$ cat src/common/pgs_pkg.sv
package pgs_pkg;

	// register offsets
	localparam logic [7:0] ADDR_RAIL_GOOD_STATUS = 8'h0B;
	localparam logic [7:0] ADDR_RAILS_OK_MASK = 8'h0C;
	localparam logic [7:0] ADDR_RAIL_ENABLE_CONTROL = 8'h0D;

	// status register fields
	localparam int ST_COMP_BIT = 7;
	localparam int ST_DLY_HI = 6;
	localparam int ST_DLY_LO = 5;
	localparam int ST_GOOD_HI = 4;

	// mask register fields
	localparam int MK_PAIR_BIT = 5;
	localparam int MK_IND_HI = 4;

	// control register fields
	localparam int CT_ORDER_HI = 7;
	localparam int CT_ORDER_LO = 5;
	localparam int CT_EN_HI = 4;

	// rail good / enable vector positions, same order as the status bits
	localparam int G_B1 = 4;
	localparam int G_B2 = 3;
	localparam int G_B3 = 2;
	localparam int G_L1 = 1;
	localparam int G_L2 = 0;

	// sequencer rail set positions
	localparam int S_B1 = 0;
	localparam int S_B2 = 1;
	localparam int S_B3 = 2;
	localparam int S_L2 = 3;
	localparam int S_EXT = 4;
	localparam logic [4:0] SET_NONE = 5'h00;

	// converter order codes
	localparam logic [2:0] ORD_B2 = 3'h0;
	localparam logic [2:0] ORD_B2B3 = 3'h1;
	localparam logic [2:0] ORD_B1_THEN_B2B3 = 3'h2;
	localparam logic [2:0] ORD_B3_THEN_B2 = 3'h3;
	localparam logic [2:0] ORD_L2_THEN_B1B2 = 3'h4;
	localparam logic [2:0] ORD_PINS = 3'h5;
	localparam logic [2:0] ORD_B1_B2_B3 = 3'h6;
	localparam logic [2:0] ORD_EXT_L2_B1B2 = 3'h7;

	// delay codes
	localparam logic [1:0] DLY_20 = 2'h0;
	localparam logic [1:0] DLY_100 = 2'h1;
	localparam logic [1:0] DLY_200 = 2'h2;

	// stage counting
	localparam logic [1:0] LVL_ZERO = 2'h0;
	localparam logic [1:0] LVL_ONE = 2'h1;
	localparam logic [1:0] LVL_TWO = 2'h2;
	localparam logic [1:0] LVL_LAST = 2'h3;

	// timing
	localparam int CLK_PERIOD_NS = 5;
	localparam int NS_PER_MS = 1000000;
	localparam int T_DLY_20_MS = 20;
	localparam int T_DLY_100_MS = 100;
	localparam int T_DLY_200_MS = 200;
	localparam int T_DLY_400_MS = 400;
	localparam int T_ORDER_GAP_MS = 1;
	localparam int DLY_20_CYC = T_DLY_20_MS * (NS_PER_MS / CLK_PERIOD_NS);
	localparam int DLY_100_CYC = T_DLY_100_MS * (NS_PER_MS / CLK_PERIOD_NS);
	localparam int DLY_200_CYC = T_DLY_200_MS * (NS_PER_MS / CLK_PERIOD_NS);
	localparam int DLY_400_CYC = T_DLY_400_MS * (NS_PER_MS / CLK_PERIOD_NS);
	// strictly more than the gap, so one cycle extra
	localparam int ORDER_GAP_CYC = T_ORDER_GAP_MS * (NS_PER_MS / CLK_PERIOD_NS) + 1;

	// register defaults
	localparam logic [7:0] MASK_DEFAULT = 8'h08;
	localparam logic [7:0] CTRL_DEFAULT = 8'h1F;
	localparam logic [1:0] DELAY_DEFAULT = 2'h3;

	typedef enum logic [1:0] {
		SEQ_OFF = 2'b00,
		SEQ_UP = 2'b01,
		SEQ_ON = 2'b10,
		SEQ_DOWN = 2'b11
	} pgs_seq_e;

endpackage

$ cat src/pgs_sequencer.sv
`timescale 1ns/1ps
module pgs_sequencer import pgs_pkg::*; #(
	parameter int CNT_W = 27,
	parameter int DELAY_20_CYCLES = DLY_20_CYC,
	parameter int DELAY_100_CYCLES = DLY_100_CYC,
	parameter int DELAY_200_CYCLES = DLY_200_CYC,
	parameter int DELAY_400_CYCLES = DLY_400_CYC,
	parameter int ORDER_GAP_CYCLES = ORDER_GAP_CYC,
	parameter logic [7:0] MASK_RESET = MASK_DEFAULT,
	parameter logic [7:0] CTRL_RESET = CTRL_DEFAULT,
	parameter logic [1:0] DELAY_RESET = DELAY_DEFAULT
) (
	input wire logic MCLK_IN,
	input wire logic RESET_N_IN,
	input wire logic UNDERVOLTAGE_LOCKOUT_IN,
	input wire logic ON_STATE_IN,
	input wire logic BUCK_THREE_PIN_OVERRIDE_IN,
	input wire logic [4:0] RAIL_GOOD_IN,
	input wire logic RESET_COMPARATOR_IN,
	input wire logic BUCK_ONE_ENABLE_PIN_IN,
	input wire logic BUCK_TWO_ENABLE_PIN_IN,
	input wire logic BUCK_THREE_ENABLE_PIN_IN,
	input wire logic LINEAR_REG_ENABLE_PIN_IN,
	input wire logic [7:0] REG_ADDR_IN,
	input wire logic [7:0] REG_WDATA_IN,
	input wire logic REG_WR_IN,
	input wire logic REG_RD_IN,
	output logic [7:0] REG_RDATA_OUT,
	output logic BUCK_ONE_RUN_OUT,
	output logic BUCK_TWO_RUN_OUT,
	output logic BUCK_THREE_RUN_OUT,
	output logic LINEAR_REG_ONE_RUN_OUT,
	output logic LINEAR_REG_TWO_RUN_OUT,
	output logic EXTERNAL_REGULATOR_ENABLE_OUT,
	output logic RAILS_OK_OUTPUT_OUT,
	output logic RAILS_OK_OUTPUT_OE_OUT
);
	// the counter must hold the longest delay, a zero delay would release at once
	if (DELAY_400_CYCLES >= (1 << CNT_W) ||
			ORDER_GAP_CYCLES >= (1 << CNT_W)) begin : g_cnt_chk
		$error("pgs_sequencer: CNT_W too small for the delays");
	end
	if (DELAY_20_CYCLES < 1 || ORDER_GAP_CYCLES < 1) begin : g_dly_chk
		$error("pgs_sequencer: delays must be at least one cycle");
	end

	// rails of one stage of the selected order
	function automatic logic [4:0] stage_rails(input logic [2:0] code, input logic [1:0] k,
			input logic ovr);
		logic [4:0] r;
		r = SET_NONE;
		unique case (code)
			ORD_B2: begin
				if (k == LVL_ZERO) r[S_B2] = 1'b1;
			end
			ORD_B2B3: begin
				if (k == LVL_ZERO) r[S_B2] = 1'b1;
				if (k == LVL_ZERO) r[S_B3] = 1'b1;
			end
			ORD_B1_THEN_B2B3: begin
				if (k == LVL_ZERO) r[S_B1] = 1'b1;
				if (k == LVL_ONE) r[S_B2] = 1'b1;
				if (k == LVL_ONE) r[S_B3] = 1'b1;
			end
			ORD_B3_THEN_B2: begin
				if (k == LVL_ZERO) r[S_B3] = 1'b1;
				if (k == LVL_ONE) r[S_B2] = 1'b1;
			end
			ORD_L2_THEN_B1B2: begin
				if (k == LVL_ZERO) r[S_L2] = 1'b1;
				if (k == LVL_ZERO) r[S_B3] = ovr;
				if (k == LVL_ONE) r[S_B1] = 1'b1;
				if (k == LVL_ONE) r[S_B2] = 1'b1;
			end
			ORD_PINS: begin
				r = SET_NONE;
			end
			ORD_B1_B2_B3: begin
				if (k == LVL_ZERO) r[S_B1] = 1'b1;
				if (k == LVL_ONE) r[S_B2] = 1'b1;
				if (k == LVL_TWO) r[S_B3] = 1'b1;
			end
			ORD_EXT_L2_B1B2: begin
				if (k == LVL_ZERO) r[S_EXT] = 1'b1;
				if (k == LVL_ONE) r[S_L2] = 1'b1;
				if (k == LVL_TWO) r[S_B1] = 1'b1;
				if (k == LVL_TWO) r[S_B2] = 1'b1;
			end
		endcase
		return r;
	endfunction

	// union of stages below lvl
	function automatic logic [4:0] stages_below(input logic [2:0] code, input logic [1:0] lvl,
			input logic ovr);
		logic [4:0] r;
		r = SET_NONE;
		for (int k = 0; k < 3; k++) begin
			if (k < int'(lvl)) r = r | stage_rails(code, 2'(k), ovr);
		end
		return r;
	endfunction

	logic [9:0] pins_s;
	logic [4:0] good_s;
	logic comp_s;
	logic pin_b1_s;
	logic pin_b2_s;
	logic pin_b3_s;
	logic pin_l_s;

	pgs_sync #(.WIDTH(10)) u_sync (
		.clk_in(MCLK_IN),
		.rst_n_in(RESET_N_IN),
		.async_in({RESET_COMPARATOR_IN, LINEAR_REG_ENABLE_PIN_IN, BUCK_THREE_ENABLE_PIN_IN,
			BUCK_TWO_ENABLE_PIN_IN, BUCK_ONE_ENABLE_PIN_IN, RAIL_GOOD_IN}),
		.sync_out(pins_s)
	);

	assign good_s = pins_s[4:0];
	assign pin_b1_s = pins_s[5];
	assign pin_b2_s = pins_s[6];
	assign pin_b3_s = pins_s[7];
	assign pin_l_s = pins_s[8];
	assign comp_s = pins_s[9];

	logic [7:0] mask_q;
	logic [7:0] ctrl_q;
	logic [1:0] dly_q;
	logic wr_mask;
	logic wr_ctrl;
	logic wr_stat;

	assign wr_mask = REG_WR_IN && (REG_ADDR_IN == ADDR_RAILS_OK_MASK);
	assign wr_ctrl = REG_WR_IN && (REG_ADDR_IN == ADDR_RAIL_ENABLE_CONTROL);
	assign wr_stat = REG_WR_IN && (REG_ADDR_IN == ADDR_RAIL_GOOD_STATUS);

	always_ff @(posedge MCLK_IN) begin
		if (!RESET_N_IN || UNDERVOLTAGE_LOCKOUT_IN) begin
			mask_q <= MASK_RESET;
		end else if (wr_mask) begin
			mask_q <= {2'b00, REG_WDATA_IN[MK_PAIR_BIT:0]};
		end
	end

	// a low pin wins over a software write and holds the bit at its reset value
	always_ff @(posedge MCLK_IN) begin
		if (!RESET_N_IN || UNDERVOLTAGE_LOCKOUT_IN) begin
			ctrl_q <= CTRL_RESET;
		end else begin
			if (wr_ctrl) begin
				ctrl_q <= REG_WDATA_IN;
			end
			if (!pin_b1_s) ctrl_q[G_B1] <= CTRL_RESET[G_B1];
			if (!pin_b2_s) ctrl_q[G_B2] <= CTRL_RESET[G_B2];
			if (!pin_b3_s) ctrl_q[G_B3] <= CTRL_RESET[G_B3];
			if (!pin_l_s) ctrl_q[G_L1] <= CTRL_RESET[G_L1];
			if (!pin_l_s) ctrl_q[G_L2] <= CTRL_RESET[G_L2];
		end
	end

	always_ff @(posedge MCLK_IN) begin
		if (!RESET_N_IN) begin
			dly_q <= DELAY_RESET;
		end else if (wr_stat) begin
			dly_q <= REG_WDATA_IN[ST_DLY_HI:ST_DLY_LO];
		end
	end

	always_ff @(posedge MCLK_IN) begin
		if (!RESET_N_IN) begin
			REG_RDATA_OUT <= 8'h00;
		end else if (REG_RD_IN) begin
			unique case (REG_ADDR_IN)
				ADDR_RAIL_GOOD_STATUS: REG_RDATA_OUT <= {comp_s, dly_q, good_s};
				ADDR_RAILS_OK_MASK: REG_RDATA_OUT <= mask_q;
				ADDR_RAIL_ENABLE_CONTROL: REG_RDATA_OUT <= ctrl_q;
				default: REG_RDATA_OUT <= 8'h00;
			endcase
		end
	end

	// sequencer
	pgs_seq_e state_q;
	logic [1:0] lvl_q;
	logic [2:0] code;
	logic ovr;
	logic [4:0] good_up;
	logic [4:0] good_dn;
	logic [4:0] cur_stage;
	logic stage_on;
	logic stage_off;
	logic gap_run;
	logic gap_done;

	assign code = ctrl_q[CT_ORDER_HI:CT_ORDER_LO];
	assign ovr = BUCK_THREE_PIN_OVERRIDE_IN;
	// the external regulator gives no feedback: counted good on, off at once
	assign good_up = {1'b1, good_s[G_L2], good_s[G_B3], good_s[G_B2], good_s[G_B1]};
	assign good_dn = {1'b0, good_s[G_L2], good_s[G_B3], good_s[G_B2], good_s[G_B1]};
	assign cur_stage = stage_rails(code, lvl_q, ovr);
	assign stage_on = ((cur_stage & good_up) == cur_stage);
	assign stage_off = ((cur_stage & good_dn) == SET_NONE);
	assign gap_run = (state_q == SEQ_UP) && (code == ORD_EXT_L2_B1B2) && (lvl_q == LVL_TWO);

	pgs_timer #(.CNT_W(CNT_W)) u_gap (
		.clk_in(MCLK_IN),
		.rst_n_in(RESET_N_IN),
		.run_in(gap_run),
		.limit_in(CNT_W'(ORDER_GAP_CYCLES)),
		.done_out(gap_done)
	);

	// in UP lvl_q is the stage being started; in DOWN the stage being drained
	always_ff @(posedge MCLK_IN) begin
		if (!RESET_N_IN) begin
			state_q <= SEQ_OFF;
			lvl_q <= LVL_ZERO;
		end else begin
			unique case (state_q)
				SEQ_OFF: begin
					if (ON_STATE_IN) begin
						state_q <= SEQ_UP;
						lvl_q <= LVL_ZERO;
					end
				end
				SEQ_UP: begin
					if (!ON_STATE_IN) begin
						state_q <= SEQ_DOWN;
					end else if (gap_run && !gap_done) begin
						state_q <= SEQ_UP;
					end else if (stage_on) begin
						if (lvl_q == LVL_TWO) begin
							state_q <= SEQ_ON;
						end else begin
							lvl_q <= lvl_q + 2'd1;
						end
					end
				end
				SEQ_ON: begin
					if (!ON_STATE_IN) begin
						state_q <= SEQ_DOWN;
						lvl_q <= LVL_TWO;
					end
				end
				SEQ_DOWN: begin
					if (stage_off) begin
						if (lvl_q == LVL_ZERO) begin
							state_q <= SEQ_OFF;
						end else begin
							lvl_q <= lvl_q - 2'd1;
						end
					end
				end
			endcase
		end
	end

	logic [4:0] seq_en;
	logic [4:0] auto_set;

	always_comb begin
		auto_set = stages_below(code, LVL_LAST, ovr);
		unique case (state_q)
			SEQ_OFF: seq_en = SET_NONE;
			// under order 111 the last stage stays off until the gap timer has run out
			SEQ_UP: seq_en = stages_below(code, (gap_run && !gap_done) ? lvl_q : lvl_q + 2'd1,
				ovr);
			SEQ_ON: seq_en = auto_set;
			SEQ_DOWN: seq_en = stages_below(code, lvl_q, ovr);
		endcase
	end

	logic on_st;
	assign on_st = (state_q != SEQ_OFF) && ON_STATE_IN;

	// ordered rails obey the sequencer and their bit, the external regulator the sequencer alone; others need pin and bit, bucks also the on state
	always_ff @(posedge MCLK_IN) begin
		if (!RESET_N_IN) begin
			BUCK_ONE_RUN_OUT <= 1'b0;
			BUCK_TWO_RUN_OUT <= 1'b0;
			BUCK_THREE_RUN_OUT <= 1'b0;
			LINEAR_REG_ONE_RUN_OUT <= 1'b0;
			LINEAR_REG_TWO_RUN_OUT <= 1'b0;
			EXTERNAL_REGULATOR_ENABLE_OUT <= 1'b0;
		end else begin
			BUCK_ONE_RUN_OUT <= ctrl_q[G_B1] && (auto_set[S_B1] ? seq_en[S_B1] :
				(pin_b1_s && on_st));
			BUCK_TWO_RUN_OUT <= ctrl_q[G_B2] && (auto_set[S_B2] ? seq_en[S_B2] :
				(pin_b2_s && on_st));
			BUCK_THREE_RUN_OUT <= ctrl_q[G_B3] && (auto_set[S_B3] ? seq_en[S_B3] :
				(pin_b3_s && on_st));
			LINEAR_REG_ONE_RUN_OUT <= ctrl_q[G_L1] && pin_l_s;
			LINEAR_REG_TWO_RUN_OUT <= ctrl_q[G_L2] && (auto_set[S_L2] ? seq_en[S_L2] :
				pin_l_s);
			EXTERNAL_REGULATOR_ENABLE_OUT <= seq_en[S_EXT];
		end
	end

	// rails-ok output: pull is immediate, release waits the selected delay
	logic pull;
	logic [CNT_W-1:0] dly_lim;
	logic rel_done;

	assign pull = (|(mask_q[MK_IND_HI:0] & ~good_s))
		|| (mask_q[MK_PAIR_BIT] && !good_s[G_B3] && !good_s[G_L1]);

	always_comb begin
		unique case (dly_q)
			DLY_20: dly_lim = CNT_W'(DELAY_20_CYCLES);
			DLY_100: dly_lim = CNT_W'(DELAY_100_CYCLES);
			DLY_200: dly_lim = CNT_W'(DELAY_200_CYCLES);
			default: dly_lim = CNT_W'(DELAY_400_CYCLES);
		endcase
	end

	pgs_timer #(.CNT_W(CNT_W)) u_release (
		.clk_in(MCLK_IN),
		.rst_n_in(RESET_N_IN),
		.run_in(!pull),
		.limit_in(dly_lim),
		.done_out(rel_done)
	);

	// open drain: only ever drives low
	assign RAILS_OK_OUTPUT_OUT = 1'b0;

	always_ff @(posedge MCLK_IN) begin
		if (!RESET_N_IN) begin
			RAILS_OK_OUTPUT_OE_OUT <= 1'b1;
		end else begin
			RAILS_OK_OUTPUT_OE_OUT <= !rel_done;
		end
	end
endmodule

$ cat src/pgs_sync.sv
`timescale 1ns/1ps
module pgs_sync import pgs_pkg::*; #(
	parameter int WIDTH = 10
) (
	input wire logic clk_in,
	input wire logic rst_n_in,
	input wire logic [WIDTH-1:0] async_in,
	output logic [WIDTH-1:0] sync_out
);
	if (WIDTH < 1) begin : g_width_chk
		$error("pgs_sync: WIDTH must be at least 1");
	end

	logic [WIDTH-1:0] s1_q;
	logic [WIDTH-1:0] s2_q;
	logic [WIDTH-1:0] s3_q;

	always_ff @(posedge clk_in) begin
		if (!rst_n_in) begin
			s1_q <= '0;
			s2_q <= '0;
			s3_q <= '0;
		end else begin
			s1_q <= async_in;
			s2_q <= s1_q;
			s3_q <= s2_q;
		end
	end

	// a bit moves only once the last two stages agree, filtering one-cycle glitches
	always_ff @(posedge clk_in) begin
		if (!rst_n_in) begin
			sync_out <= '0;
		end else begin
			for (int i = 0; i < WIDTH; i++) begin
				if (s2_q[i] == s3_q[i]) begin
					sync_out[i] <= s3_q[i];
				end
			end
		end
	end
endmodule

$ cat src/pgs_timer.sv
`timescale 1ns/1ps
module pgs_timer import pgs_pkg::*; #(
	parameter int CNT_W = 27
) (
	input wire logic clk_in,
	input wire logic rst_n_in,
	input wire logic run_in,
	input wire logic [CNT_W-1:0] limit_in,
	output logic done_out
);
	if (CNT_W < 2 || CNT_W > 31) begin : g_width_chk
		$error("pgs_timer: CNT_W out of range");
	end

	logic [CNT_W-1:0] cnt_q;

	// counts up to the limit while run is high, restarts whenever run drops
	always_ff @(posedge clk_in) begin
		if (!rst_n_in || !run_in) begin
			cnt_q <= '0;
		end else if (cnt_q < limit_in) begin
			cnt_q <= cnt_q + 1'b1;
		end
	end

	assign done_out = run_in && (cnt_q >= limit_in);
endmodule

$ cat config.mk
export PLATFORM = sky130hd
export DESIGN_NAME = pgs_sequencer
export DESIGN_NICKNAME = d
export VERILOG_FILES = /design/src/common/pgs_pkg.sv /design/src/pgs_sequencer.sv /design/src/pgs_sync.sv /design/src/pgs_timer.sv
export SDC_FILE = /design/constraint.sdc
export NUM_CORES = 1
export LEC_CHECK = 0
export ABC_AREA = 0
export ABC_CLOCK_PERIOD_IN_PS = 3800
export BUFFER_PORTS_ARGS = -buffer_cell sky130_fd_sc_hd__buf_2
export CELL_PAD_IN_SITES_DETAIL_PLACEMENT = 2
export CELL_PAD_IN_SITES_GLOBAL_PLACEMENT = 2
export CORE_MARGIN = 4
export CORE_UTILIZATION = 37
export DETAILED_ROUTE_END_ITERATION = 7
export PLACE_DENSITY_LB_ADDON = 0.08
export SYNTH_ARGS = -nofsm -noshare
export SYNTH_HDL_FRONTEND = slang
export SYNTH_SLANG_ARGS = --single-unit
$ cat constraint.sdc
create_clock -name MCLK_IN -period 3.8 [get_ports MCLK_IN]
set_clock_uncertainty 0.15 [all_clocks]
set_input_delay 0.57 -clock MCLK_IN [delete_from_list [all_inputs] [get_ports MCLK_IN]]
set_output_delay 0.57 -clock MCLK_IN [all_outputs]
set_load 0.01 [all_outputs]
Word level (Yosys, flattened, before mapping)
Index checks and enable logic that the tools add are counted.

Register bits: 129. Bits of input ports: 33. Output and inout bits: 16. Word-level logic and storage cells: 232.

Add/subtract/negate cells: 4. $lt $le $gt $ge: 10. Eq/ne operators: 39. Muxes and demuxes: 86. Bitwise gates (word level): 14. Reductions and logical operators: 47.

Operators by type and width (count): case mux 27 bit (3 select lines) (1); adder 27 x 1 -> 27 bit (second input constant) (2); 2-to-1 mux 2 bit (26); 2-to-1 mux 5 bit (10); 2-to-1 mux 1 bit (40); greater-or-equal comparator 27 x 18 -> 1 bit (second input constant) (1); greater-or-equal comparator 27 bit (1); < comparator 27 x 18 -> 1 bit (second input constant) (1); < comparator 27 bit (1); == test 8 x 4 -> 1 bit (second input constant) (3); case mux 8 bit (3 select lines) (1); bitwise OR 5 bit (4); case mux 5 bit (4 select lines) (1); logical AND 1 bit (19); != test 2 bit (second input constant) (9); case mux 2 bit (4 select lines) (2); OR reduction 2 bit (7); == test 3 bit (second input constant) (4); bitwise AND 5 bit (2); == test 1 bit (10); == test 2 bit (second input constant) (4); < comparator 1 x 2 -> 1 bit (first input constant) (4); != test 4 x 3 -> 1 bit (second input constant) (2); case mux 1 bit (4 select lines) (2); other kinds (24) (43).

Logic depth before layout (Yosys ltp)
Gate-level depths: netlist of the first run.

Depth after elaboration: 18. Depth in mapped cells: 13. Depth with buffers taken out: 11.

Modules after synthesis
Synthesis of the first run repeated with hierarchy kept, for this count alone.

Cells, all modules: 931. Area total of the unflattened synthesis: 7768.7 µm².

Modules (own cells, without submodules): pgs_sequencer (instances 1, cells an instance 296, area each 2299.7 µm², seq. area each 700.7 µm²); pgs_timer (u_gap) (instances 1, cells an instance 263, area each 2129.5 µm², seq. area each 540.5 µm²); pgs_timer (u_release) (instances 1, cells an instance 268, area each 2128.3 µm², seq. area each 540.5 µm²); pgs_sync (instances 1, cells an instance 104, area each 1211.2 µm², seq. area each 800.8 µm²).

Least setup slack after synthesis of the first run
OpenSTA, ideal clock, no wires.

Kind: register -> register. Start: reg dly_q[1]. End: reg u_release.cnt_q[22]. Library setup time: 77 ps. Arrival time: 2671 ps. Data required time: 3573 ps. Setup slack: 902 ps. Cell stages (with the launch flop): 11. Buffers on the path: 0. Clock period less this slack: 2898 ps. Cells stage by stage: dfxtp_1 -> inv_1 -> ha_1 -> inv_1 -> ha_1 -> a21o_1 -> a21o_1 -> a2111oi_4 -> nand3_1 -> or4_1 -> a21oi_1.

Cells in the longest elaborated chain, start to end: 3.

RTL lines: start, declared (RTL line pgs_sequencer.sv:129) `logic [1:0] dly_q;`; start signal, assigned (RTL line pgs_sequencer.sv:166) `dly_q <= REG_WDATA_IN[ST_DLY_HI:ST_DLY_LO];`; == test 2 bit, or another cell as far along (RTL line pgs_sequencer.sv:309) `unique case (dly_q)`; case mux 27 bit (3 select lines) * (RTL line pgs_sequencer.sv:309); < comparator 27 bit * (RTL line pgs_timer.sv:21) `end else if (cnt_q < limit_in) begin`; end signal, assigned (RTL line pgs_timer.sv:22) `cnt_q <= cnt_q + 1'b1;`; end, declared (RTL line pgs_timer.sv:15) `logic [CNT_W-1:0] cnt_q;`.

Mark *: on every way between the ends. The rest lies on a longest branch, timed or not. A chain may end at the register's enable or synchronous reset.

Worst setup path in the final report of the first run
Start: reg dly_q[1]. End: reg u_release.cnt_q[13].

Same word-level chain as after synthesis.

==> impl_results.md, run 1 <==
- Yosys cell types: 57
- Starting density of the core: 0.3785
- Ys flop type: dfxtp_1
- Worst-Skew Late Latency: 0.43 ns
- FF+latch count, synth: 129
- Top delay family on crit path: compound AO/OA/AOI/OAI gates
- Detailed Place HPWL: 13.94 mm
- GRT overflow: 0
- Fin crit period: 3.627 ns
- Diode count: 0
- Row count: 47
- Met2 routed WL: 10.35 mm
- Avg Vias per Cell: 5.467
- Die area: 19180 um2
- Gr usage total: 0.2058
- Hold_buf cts: 0
- Routed len/inst: 18.97 um
- Most used cell, CP: a21oi_1
- IO buf count: 47
- Reg2reg start: dly_q[1]$_SDFFE_PN1P_
- VDD IR max: 0.3360 mV
- Cells along the critical path: inv_1, ha_1, ha_1, a21oi_1, a21oi_1, a2111oi_4, nand3_1, buf_4, or3_1, a21oi_1
- Metal-1 WL: 8.253 mm
- Mean post-synth cell area: 8.502 um2
- CTS root buf: clkbuf_16
- Post-Route WL: 19.30 mm
- H-tree level count: 4
- Synth area leaders: dfxtp_1 (41%), ha_1 (6.4%), and2_1 (5.1%)
- Chip Width: 138.5 um
- Cell depth of the worst flop-to-flop path: 10
- Flop2flop setup slack: 0.17 ns
- Mapped Area: 6300 um2
- GPL Wtd Cong: 0.8191
- Clk sink count: 129
- Synth area leader: dfxtp_1
- Min-Delay Path Class: input port to flip-flop
- Final period util: 0.9545
- Core area: 16640 um2
- Number of global-route vias before repair: 6295
- TritonCTS clock tree: built
- Worst Hold Endpoint: u_sync.s1_q[7]$_SDFF_PN0_
- Die outline height: 138.5 um
- First-pass GRT wire length: 32.26 mm
- Yosys top cell area share: 0.4099
- Critical Path RT: 4.00 ns
- Max_cap viols: 0
- Initial antenna violation count: 0
- CP Max Fanout: 11
- Clk slew on worst S/H paths: 0.07 ns
- Power density over cell area: 427.1 nW/um2
- R2r endpoint: u_release.cnt_q[13]$_SDFFE_PP0P_
- Setup crit end kind: flip-flop
- Pleak: 2.781 nW
- Post-synth EDFFs: 0
- Mapped Cells: 741
- Ys Warns: 0
- Via count: 5560
- Final Hold Fails: 0
- CP arrival: 3.83 ns
- Final ANT Viol Nets: 0
- Cts repair resizes: 0
- Launching element type of the critical path: flip-flop
- Worst Hold Depth: 2
- Layout cells sized above 1: 0.1368
- CP Buf/Inv Count: 2
- Pre-Repair DR Iteration Count: 4
- Critical path class: flip-flop to flip-flop
- Setup TNS: 0 ns
- Fmax: 0.2757 GHz
- Worst slew pin tran: 0.7676 ns
- Async SR Flop Fraction: 0
- CP max-delay cell: a2111oi_4
- Status: finished clean
- Largest net degree at the start of global routing: 40
- Crit path depth: 10
- Hold Path Origin: BUCK_THREE_ENABLE_PIN_IN
- Max incr delay on CP: 0.47 ns
- Finish-stage setup viols: 0
- Final instance area: 7348 um2
- Dpl cell area: 6764 um2
- Max clock buf depth: 2
- Syn Nets: 806
- Nets: 849
- Area growth from synthesis to layout: 16.64%
- Register area share after synthesis: 0.4099
- Top routing layer in use: met4
- Hold WS: 0.1974 ns
- DRT iter0 DRCs: 252
- RSZ-0062 raised after global routing: no
- CTS buffer count: 17
- Rel. slew slack: 0.4863
- Met3 Wirelength: 426 um
- Residual DRC: 0
- Count of pins over their slew limit: 0
- Post-CTS setup repair buffer count: 0
- # IOs: 49
report_power, final:
group | internal (W) | leakage (nW) | switching (W)
Clock | 0.000933 | 0.292 | 0.000719
Sequential | 0.00137 | 1.05 | 0.0000190
Combinational | 0.0000427 | 1.44 | 0.0000559
Total | 0.00234 | 2.78 | 0.000794
metrics by stage:
| stage | util | cells | setup slack [ns] | power, W |
|---|---|---|---|---|
| after global placement | 0.4064 | 985 | 0.5454 | 0.001511 |
| after CTS | 0.4415 | 1017 | 0.2067 | 0.003178 |
| final | 0.4415 | 1017 | 0.1728 | 0.003138 |
| after floorplan | - | 741 | 0.9020 | 0.001473 |
| after detailed placement | 0.4064 | 985 | 0.2368 | 0.001516 |
| after global routing | 0.4415 | 1017 | 0.009407 | 0.003261 |
worst reg2reg max path, delay by kind of cell (launching register included):
family,cells,cell delay [ns]
AO/OA/AOI/OAI,4,1.06
adder cells (fa/ha/maj),2,0.66
buffers and inverters,2,0.47
flip-flops,1,0.46
AND/OR/NAND/NOR,2,0.75
cells in the mapped netlist (2+ instances only):
library cell	instances
a21o_1	5
o2bb2ai_1	2
o2111ai_1	2
a21oi_1	37
o31ai_1	8
o22ai_1	9
nor4b_1	2
o32ai_1	2
buf_1	5
nand3_1	31
or2_2	3
o211ai_1	4
nand2b_1	7
or3_1	12
nor4_2	3
nand2_1	73
and3_1	12
nor2_1	59
inv_1	40
mux2_2	8
ha_1	32
dfxtp_1	129
o21ai_0	37
a32oi_1	3
nor2b_1	6
nor3_1	10
and2_1	51
nand4_1	26
nand3b_1	5
xnor2_1	15
clkbuf_1	27
xor2_1	10
mux2i_1	10
a21boi_0	10
a31oi_1	3
a211oi_1	3
a22oi_1	8
or4_1	8
nor4_1	6
state kept, by name (all words and copies together), names as in the netlist, named ones only:
register                       flops
BUCK_ONE_RUN_OUT                   1
u_sync.s3_q                       10
dly_q                              2
state_q                            1
mask_q                             6
u_sync.s2_q                       10
BUCK_THREE_RUN_OUT                 1
u_sync.s1_q                       10
LINEAR_REG_TWO_RUN_OUT             1
LINEAR_REG_ONE_RUN_OUT             1
lvl_q                              2
u_release.cnt_q                   27
u_sync.sync_out                   10
BUCK_TWO_RUN_OUT                   1
EXTERNAL_REGULATOR_ENABLE_OUT      1
ctrl_q                             8
RAILS_OK_OUTPUT_OE_OUT             1
REG_RDATA_OUT                      8
u_gap.cnt_q                       27
worst max path at each step:
stage                     startpoint                          endpoint  slack [ns]
6_report       dly_q[1]$_SDFFE_PN1P_  u_release.cnt_q[13]$_SDFFE_PP0P_        0.17
5_1_grt        dly_q[1]$_SDFFE_PN1P_  u_release.cnt_q[13]$_SDFFE_PP0P_       0.009
4_1_cts        dly_q[1]$_SDFFE_PN1P_  u_release.cnt_q[25]$_SDFFE_PP0P_        0.21
3_5_place_dp   dly_q[1]$_SDFFE_PN1P_  u_release.cnt_q[25]$_SDFFE_PP0P_        0.24
3_3_place_gp   dly_q[1]$_SDFFE_PN1P_  u_release.cnt_q[13]$_SDFFE_PP0P_        0.55
2_1_floorplan  dly_q[1]$_SDFFE_PN1P_  u_release.cnt_q[22]$_SDFFE_PP0P_        0.90
final cells by class:
type | instances | area [um2]
clock inverters | 15 | 158.9
inverters | 40 | 150.1
multi-input cells | 539 | 3446
clock buffers | 17 | 425.4
flip-flops and latches | 129 | 2582
well taps | 220 | 275.3
repair buffers | 57 | 310.3
fillers | 1887 | 9294
cell families (layout without fill, tap and decap cells):
logic type / count (synthesis) / in the layout / share of synthesized area
buffers and inverters: 73 / 129 / 0.04409
flip-flops: 129 / 129 / 0.4099
multiplexers: 18 / 18 / 0.03019
adder cells (fa/ha/maj): 32 / 32 / 0.06355
AO/OA/AOI/OAI: 145 / 145 / 0.1513
XOR/XNOR: 25 / 25 / 0.03476
other: 1 / 1 / 0.0005953
AND/OR/NAND/NOR: 318 / 318 / 0.2655
layout by cell type (no fill, tap or decap), drive strengths merged, types with 15 or more instances in the layout:
master and instances:
and2 51, inv 51, buf 57, clkbuf 17
nor2 59, ha 32, nand4 28, o21ai 38
dfxtp 129, xnor2 15, nand3 31, a21oi 37
nand2 73
per-layer routing:
metal  global-route usage  up-vias
li1                     -     2690
met1               0.2354     2789
met2               0.3872       60
met3              0.03833       21
met4              0.06188        0
met5                    0        -
Note: power is estimated with default switching activity, not from simulation.
==> run 2: changes to the inputs <==
--- a/config.mk
+++ b/config.mk
@@ -14,6 +14,7 @@
 export CORE_UTILIZATION = 37
 export DETAILED_ROUTE_END_ITERATION = 7
 export PLACE_DENSITY_LB_ADDON = 0.08
+export RECOVER_POWER = 50
 export SYNTH_ARGS = -nofsm -noshare
 export SYNTH_HDL_FRONTEND = slang
 export SYNTH_SLANG_ARGS = --single-unit
==> run 2 against run 1 <==
Net effect:
- die area did not move
- count of clock-buffer cells in the layout did not move
- flip-flop and latch count did not move
- routed wire length rose by 0.11%
- critical path type unchanged
==> impl_results.md, run 2 (synthesis gave the netlist of run 1 again) <==
- Post-Route WL: 19.32 mm (was 19.30 mm)
- Starting density of the core: 0.3785 (unchanged)
- Chip Width: 138.5 um (unchanged)
- TritonCTS clock tree: built (unchanged)
- Worst slew pin tran: 1.348 ns (was 0.7676 ns)
- Launching element type of the critical path: flip-flop (unchanged)
- DRT iter0 DRCs: 220 (was 252)
- Fin crit period: 3.641 ns (was 3.627 ns)
- IO buf count: 47 (unchanged)
- Fmax: 0.2747 GHz (was 0.2757 GHz)
- CP Max Fanout: 11 (unchanged)
- Clk sink count: 129 (unchanged)
- GPL Wtd Cong: 0.8191 (unchanged)
- Cell depth of the worst flop-to-flop path: 10 (unchanged)
- Largest registers: u_gap.cnt_q x27, u_release.cnt_q x27 (unchanged)
- Row count: 47 (unchanged)
- Avg Vias per Cell: 5.484 (was 5.467)
- Cells along the critical path: inv_1, ha_1, ha_1, a21oi_1, a21oi_1, a2111oi_4, nand3_1, buf_4, or3_1, a21oi_1 (unchanged)
- Setup TNS: 0 ns (unchanged)
- Hold_buf cts: 0 (unchanged)
- Final period util: 0.9581 (was 0.9545)
- Core area: 16640 um2 (unchanged)
- CP arrival: 3.84 ns (was 3.83 ns)
- Nets: 849 (unchanged)
- VDD IR max: 0.3361 mV (was 0.3360 mV)
- Dpl cell area: 6764 um2 (unchanged)
- Rel. slew slack: 0.1017 (was 0.4863)
- Power density over cell area: 428.4 nW/um2 (was 427.1 nW/um2)
- Final Hold Fails: 0 (unchanged)
- Non-filler cells, final: 1017 (unchanged)
- Initial antenna violation count: 0 (unchanged)
- Max clock buf depth: 2 (unchanged)
- Worst Hold Depth: 2 (unchanged)
- Hold WS: 0.1988 ns (was 0.1974 ns)
- Worst Hold Endpoint: u_sync.s1_q[2]$_SDFF_PN0_ (was u_sync.s1_q[7]$_SDFF_PN0_)
- Residual DRC: 0 (unchanged)
- CTS root buf: clkbuf_16 (unchanged)
- Commonest non-fill, non-tap cell in the layout: dfxtp_1 (unchanged)
- First-pass GRT wire length: 32.26 mm (unchanged)
- Flop2flop setup slack: 0.16 ns (was 0.17 ns)
- Sequential cell area: 2582 um2 (unchanged)
- Filler Cell Count: 1897 (was 1887)
- Number of global-route vias before repair: 6295 (unchanged)
- Tot Pwr: 0.003138 W (about the same)
- Count of pins over their slew limit: 0 (unchanged)
- Hold Path Origin: RAIL_GOOD_IN[2] (was BUCK_THREE_ENABLE_PIN_IN)
- Largest net degree at the start of global routing: 40 (unchanged)
- CTS buffer count: 17 (unchanged)
- Cts repair resizes: 0 (unchanged)
- Clk slew on worst S/H paths: 0.07 ns (about the same)
- Status: finished clean (unchanged)
- Gr usage total: 0.2058 (unchanged)
- Critical Path Start: dly_q[1]$_SDFFE_PN1P_ (unchanged)
- Layout cells sized above 1: 0.1154 (was 0.1368)
- Final instance area: 7325 um2 (was 7348 um2)
- Via count: 5577 (was 5560)
- RSZ-0062 raised after global routing: no (unchanged)
- Diode count: 0 (unchanged)
- Routed len/inst: 18.99 um (was 18.97 um)
- R2r endpoint: u_release.cnt_q[13]$_SDFFE_PP0P_ (unchanged)
- Critical path class: flip-flop to flip-flop (unchanged)
- Critical Path RT: 4.00 ns (about the same)
- Commonest non-fill, non-tap cells in the layout: dfxtp_1 (129), nand2_1 (73), nor2_1 (59), inv_1 (40) (was dfxtp_1 (129), nand2_1 (73), nor2_1 (59), and2_1 (51), buf_2 (47))
- Post-CTS setup repair buffer count: 0 (unchanged)
- Most used cell, CP: a21oi_1 (unchanged)
- Pre-Repair DR Iteration Count: 4 (unchanged)
- Area growth from synthesis to layout: 16.27% (was 16.64%)
- Reg2reg start: dly_q[1]$_SDFFE_PN1P_ (unchanged)
- Die outline height: 138.5 um (unchanged)
- GRT overflow: 0 (unchanged)
- Die area: 19180 um2 (unchanged)
- Min-Delay Path Class: input port to flip-flop (unchanged)
- Max incr delay on CP: 0.48 ns (was 0.47 ns)
- H-tree level count: 4 (unchanged)
- Finish-stage setup viols: 0 (unchanged)
- Detailed Place HPWL: 13.94 mm (unchanged)
- Max_cap viols: 0 (unchanged)
- Setup crit end kind: flip-flop (unchanged)
- Final ANT Viol Nets: 0 (unchanged)
- # IOs: 49 (unchanged)
- Pleak: 2.697 nW (was 2.781 nW)
- Worst-Skew Late Latency: 0.43 ns (about the same)
- CP max-delay cell: a2111oi_4 (unchanged)
- Placed Cells: 985 (unchanged)
- Multi-input logic area: 3446 um2 (unchanged)
run 2: cell count changes in the layout (fill, tap and decap cells not counted):
| cell | previous run | this run |
|---|---|---|
| buf_4 | 10 | 9 |
| and2_1 | 51 | 34 |
| and2_0 | 0 | 17 |
| clkbuf_1 | 0 | 17 |
| buf_2 | 47 | 31 |
run 2: where the power goes:
part	switching, W	internal, W	total (W)
Clock	0.000719	0.000933	0.00165
Sequential	0.0000191	0.00137	0.00139
Combinational	0.0000563	0.0000416	0.0000979
Total	0.000794	0.00234	0.00314
run 2: worst max-delay path by stage:
stage                     depth (start not counted)                               end
after floorplan                                  10  u_release.cnt_q[22]$_SDFFE_PP0P_
after global placement                           11  u_release.cnt_q[13]$_SDFFE_PP0P_
after detailed placement                          9  u_release.cnt_q[25]$_SDFFE_PP0P_
after CTS                                         9  u_release.cnt_q[25]$_SDFFE_PP0P_
after global routing                             10  u_release.cnt_q[13]$_SDFFE_PP0P_
final                                            10  u_release.cnt_q[13]$_SDFFE_PP0P_
run 2: final cells by class:
type                            count  area share
Sequential cell                   129      0.3526
Inverter                           40     0.02050
Clock inverter                     15     0.02169
Tap cell                          220     0.03758
Multi-Input combinational cell    539      0.4704
Timing Repair Buffer               57     0.03912
Clock buffer                       17     0.05808
run 2: routing by layer:
metal,global-route usage,share of wire,vias to the layer above
li1,-,-,2689
met1,0.2354,0.43,2803
met2,0.3872,0.53,62
met3,0.03833,0.023,23
met4,0.06188,0.014,0
met5,0,0,-
run 2: metrics by stage:
step             util  setup slack, ns
6_report       0.4401           0.1593
2_1_floorplan       -           0.9020
3_3_place_gp   0.4064           0.5454
5_1_grt        0.4401         0.009397
4_1_cts        0.4415           0.2067
3_5_place_dp   0.4064           0.2368
run 2: worst max-delay path: cells and delay by family (launching register included):
family	cells	cell delay, ns
AOI/OAI and AO/OA	4	1.06
adders and majority gates	2	0.66
buffers and inverters	2	0.47
DFF	1	0.46
and+or+nand+nor	2	0.76
==> run 3: changes to the inputs <==
--- a/config.mk
+++ b/config.mk
@@ -11,7 +11,7 @@
 export CELL_PAD_IN_SITES_DETAIL_PLACEMENT = 2
 export CELL_PAD_IN_SITES_GLOBAL_PLACEMENT = 2
 export CORE_MARGIN = 4
-export CORE_UTILIZATION = 37
+export CORE_UTILIZATION = 30
 export DETAILED_ROUTE_END_ITERATION = 7
 export PLACE_DENSITY_LB_ADDON = 0.08
 export RECOVER_POWER = 50
==> constraint.sdc (replaced) <==
create_clock -name MCLK_IN -period 3.8 [get_ports MCLK_IN]
set_clock_uncertainty 0.15 [all_clocks]
set_input_delay 0.38 -clock MCLK_IN [delete_from_list [all_inputs] [get_ports MCLK_IN]]
set_output_delay 0.38 -clock MCLK_IN [all_outputs]
set_load 0.01 [all_outputs]
==> run 3 against run 2 <==
Net effect:
- the run now ends with max-capacitance violations, max-slew violations left
- setup slack improved by 0.27 ns
- via count increased by 0.57%
- design area increased by 2.3%
- combinational power increased by 14%
- count of clock-buffer cells in the layout unchanged
==> impl_results.md, run 3 (synthesis gave the netlist of run 1 again) <==
- Chip Width: 152.9 um (was 138.5 um)
- Max_cap viols: 1 (was 0)
- Initial antenna violation count: 0 (unchanged)
- CP arrival: 3.56 ns (was 3.84 ns)
- Avg Vias per Cell: 5.203 (was 5.484)
- Largest net degree at the start of global routing: 48 (was 40)
- CTS buffer count: 17 (unchanged)
- Hold Path Origin: REG_WDATA_IN[3] (was RAIL_GOOD_IN[2])
- CTS root buf: clkbuf_16 (unchanged)
- Commonest non-fill, non-tap cells in the layout: dfxtp_1 (129), nand2_1 (73), nor2_1 (59), inv_1 (40) (unchanged)
- Clk slew on worst S/H paths: 0.07 ns (about the same)
- # IOs: 49 (unchanged)
- Residual DRC: 0 (unchanged)
- Post-CTS setup repair buffer count: 0 (unchanged)
- GRT overflow: 0 (unchanged)
- Layout cells sized above 1: 0.1176 (was 0.1154)
- Worst Hold Depth: 3 (was 2)
- Worst Hold Endpoint: mask_q[3]$_SDFFE_PP1P_ (was u_sync.s1_q[2]$_SDFF_PN0_)
- Row count: 52 (was 47)
- Largest registers: u_gap.cnt_q x27, u_release.cnt_q x27 (unchanged)
- Launching element type of the critical path: flip-flop (unchanged)
- H-tree level count: 4 (unchanged)
- Filler Cell Count: 2323 (was 1897)
- Final Hold Fails: 0 (unchanged)
- Count of pins over their slew limit: 48 (was 0)
- Worst slew pin tran: 1.597 ns (was 1.348 ns)
- Cts repair resizes: 0 (unchanged)
- Failing checks: max-capacitance violations, max-slew violations
- Min-Delay Path Class: input port to flip-flop (unchanged)
- Status: finished with violations (was finished clean)
- Nets: 860 (was 849)
- Tot Pwr: 0.003153 W (was 0.003138 W)
- GPL Wtd Cong: 0.8295 (was 0.8191)
- TritonCTS clock tree: built (unchanged)
- First-pass GRT wire length: 32.96 mm (was 32.26 mm)
- IO buf count: 47 (unchanged)
- Pre-Repair DR Iteration Count: 4 (unchanged)
- Multi-input logic area: 3446 um2 (unchanged)
- Pleak: 2.737 nW (was 2.697 nW)
- Post-Route WL: 19.73 mm (was 19.32 mm)
- Routed len/inst: 18.30 um (was 18.99 um)
- CP Max Fanout: 11 (unchanged)
- Setup crit end kind: flip-flop (unchanged)
- Power density over cell area: 420.9 nW/um2 (was 428.4 nW/um2)
- Starting density of the core: 0.3084 (was 0.3785)
- Commonest non-fill, non-tap cell in the layout: dfxtp_1 (unchanged)
- Core area: 20430 um2 (was 16640 um2)
- Critical Path RT: 3.99 ns (was 4.00 ns)
- Die outline height: 152.9 um (was 138.5 um)
- Die area: 23380 um2 (was 19180 um2)
- Diode count: 0 (unchanged)
- Cell depth of the worst flop-to-flop path: 9 (was 10)
- Critical path class: flip-flop to flip-flop (unchanged)
- Rel. slew slack: -0.06434 (was 0.1017)
- R2r endpoint: u_release.cnt_q[17]$_SDFFE_PP0P_ (was u_release.cnt_q[13]$_SDFFE_PP0P_)
- RSZ-0062 raised after global routing: no (unchanged)
- Fmax: 0.2966 GHz (was 0.2747 GHz)
- DRT iter0 DRCs: 228 (was 220)
- Reg2reg start: dly_q[1]$_SDFFE_PN1P_ (unchanged)
- Fin crit period: 3.371 ns (was 3.641 ns)
- Worst-Skew Late Latency: 0.43 ns (about the same)
- Sequential cell area: 2582 um2 (unchanged)
- Setup TNS: 0 ns (unchanged)
- Area growth from synthesis to layout: 18.89% (was 16.27%)
- Flop2flop setup slack: 0.43 ns (was 0.16 ns)
- Gr usage total: 0.1723 (was 0.2058)
- Detailed Place HPWL: 14.34 mm (was 13.94 mm)
- Clk sink count: 129 (unchanged)
- Via count: 5609 (was 5577)
- Max clock buf depth: 2 (unchanged)
- Final period util: 0.8871 (was 0.9581)
- Finish-stage setup viols: 0 (unchanged)
- VDD IR max: 0.2513 mV (was 0.3361 mV)
- Number of global-route vias before repair: 6176 (was 6295)
- Final ANT Viol Nets: 0 (unchanged)
-- run 3: changes by cell type in the layout (fill, tap and decap cells not counted), sizes merged --
| cell | previous run | this run |
|---|---|---|
| dlygate4sd3 | 0 | 8 |
| buf | 40 | 43 |
| clkinv | 3 | 0 |
| clkinvlp | 0 | 3 |
-- run 3: critical path, cell delays in order (launching register included) --
cell and delay, ns:
dfxtp_1 0.46, inv_1 0.17, ha_1 0.32, ha_1 0.33
a21oi_1 0.19, a21oi_1 0.13, a2111oi_4 0.40, nand3_1 0.35
or4_1 0.59, a21oi_1 0.19
-- run 3: timing repair --
| action | CTS | global route |
|---|---|---|
| endpoints found under the setup margin | 0 | 0 |
| hold endpoints to repair | 8 | 0 |
| hold buffers | 8 | 0 |
-- run 3: worst max-delay path by stage --
stage,end,cells after the start,from
finish,u_release.cnt_q[17]$_SDFFE_PP0P_,9,dly_q[1]$_SDFFE_PN1P_
floorplan,u_release.cnt_q[22]$_SDFFE_PP0P_,10,dly_q[1]$_SDFFE_PN1P_
global placement,u_release.cnt_q[13]$_SDFFE_PP0P_,11,dly_q[1]$_SDFFE_PN1P_
detailed placement,u_release.cnt_q[26]$_SDFFE_PP0P_,10,dly_q[1]$_SDFFE_PN1P_
global route,u_release.cnt_q[17]$_SDFFE_PP0P_,9,dly_q[1]$_SDFFE_PN1P_
CTS,u_release.cnt_q[17]$_SDFFE_PP0P_,10,dly_q[1]$_SDFFE_PN1P_
-- run 3: report_power, final --
group	leakage [nW]	internal (W)	switching [W]
clock network	0.280	0.000932	0.000726
logic	1.41	0.0000485	0.0000637
registers	1.05	0.00137	0.0000132
-- run 3: metal layers --
| layer | up-vias | share of wire | global-route usage | wire length [um] |
|---|---|---|---|---|
| li1 | 2720 | - | - | - |
| met2 | 54 | 0.52 | 0.3109 | 10310 |
| met1 | 2813 | 0.44 | 0.2081 | 8769 |
| met4 | 0 | 0.015 | 0.04879 | 297 |
| met3 | 22 | 0.018 | 0.03393 | 349 |
| met5 | - | 0 | 0 | 0 |
-- run 3: layout make-up --
class,instances,area share
multi-input cells,539,0.4601
flip-flops and latches,129,0.3448
inverters,40,0.02005
well taps,270,0.04511
clock inverters,15,0.02122
clock buffers,17,0.05680
repair buffers,68,0.05195
-- run 3: metrics by stage --
stage	instance area, um2	hold slack (ns)	setup WS [ns]	cells	util
4_1_cts	7513	0.01294	0.3906	1078	0.3678
5_1_grt	7490	0.03776	0.1006	1078	0.3666
3_5_place_dp	6849	0.2710	0.4654	1038	0.3353
3_3_place_gp	6849	0.2696	0.6449	1038	0.3353
6_report	7490	0.04053	0.4288	1078	0.3666
2_1_floorplan	6300	0.2437	0.9020	741	-
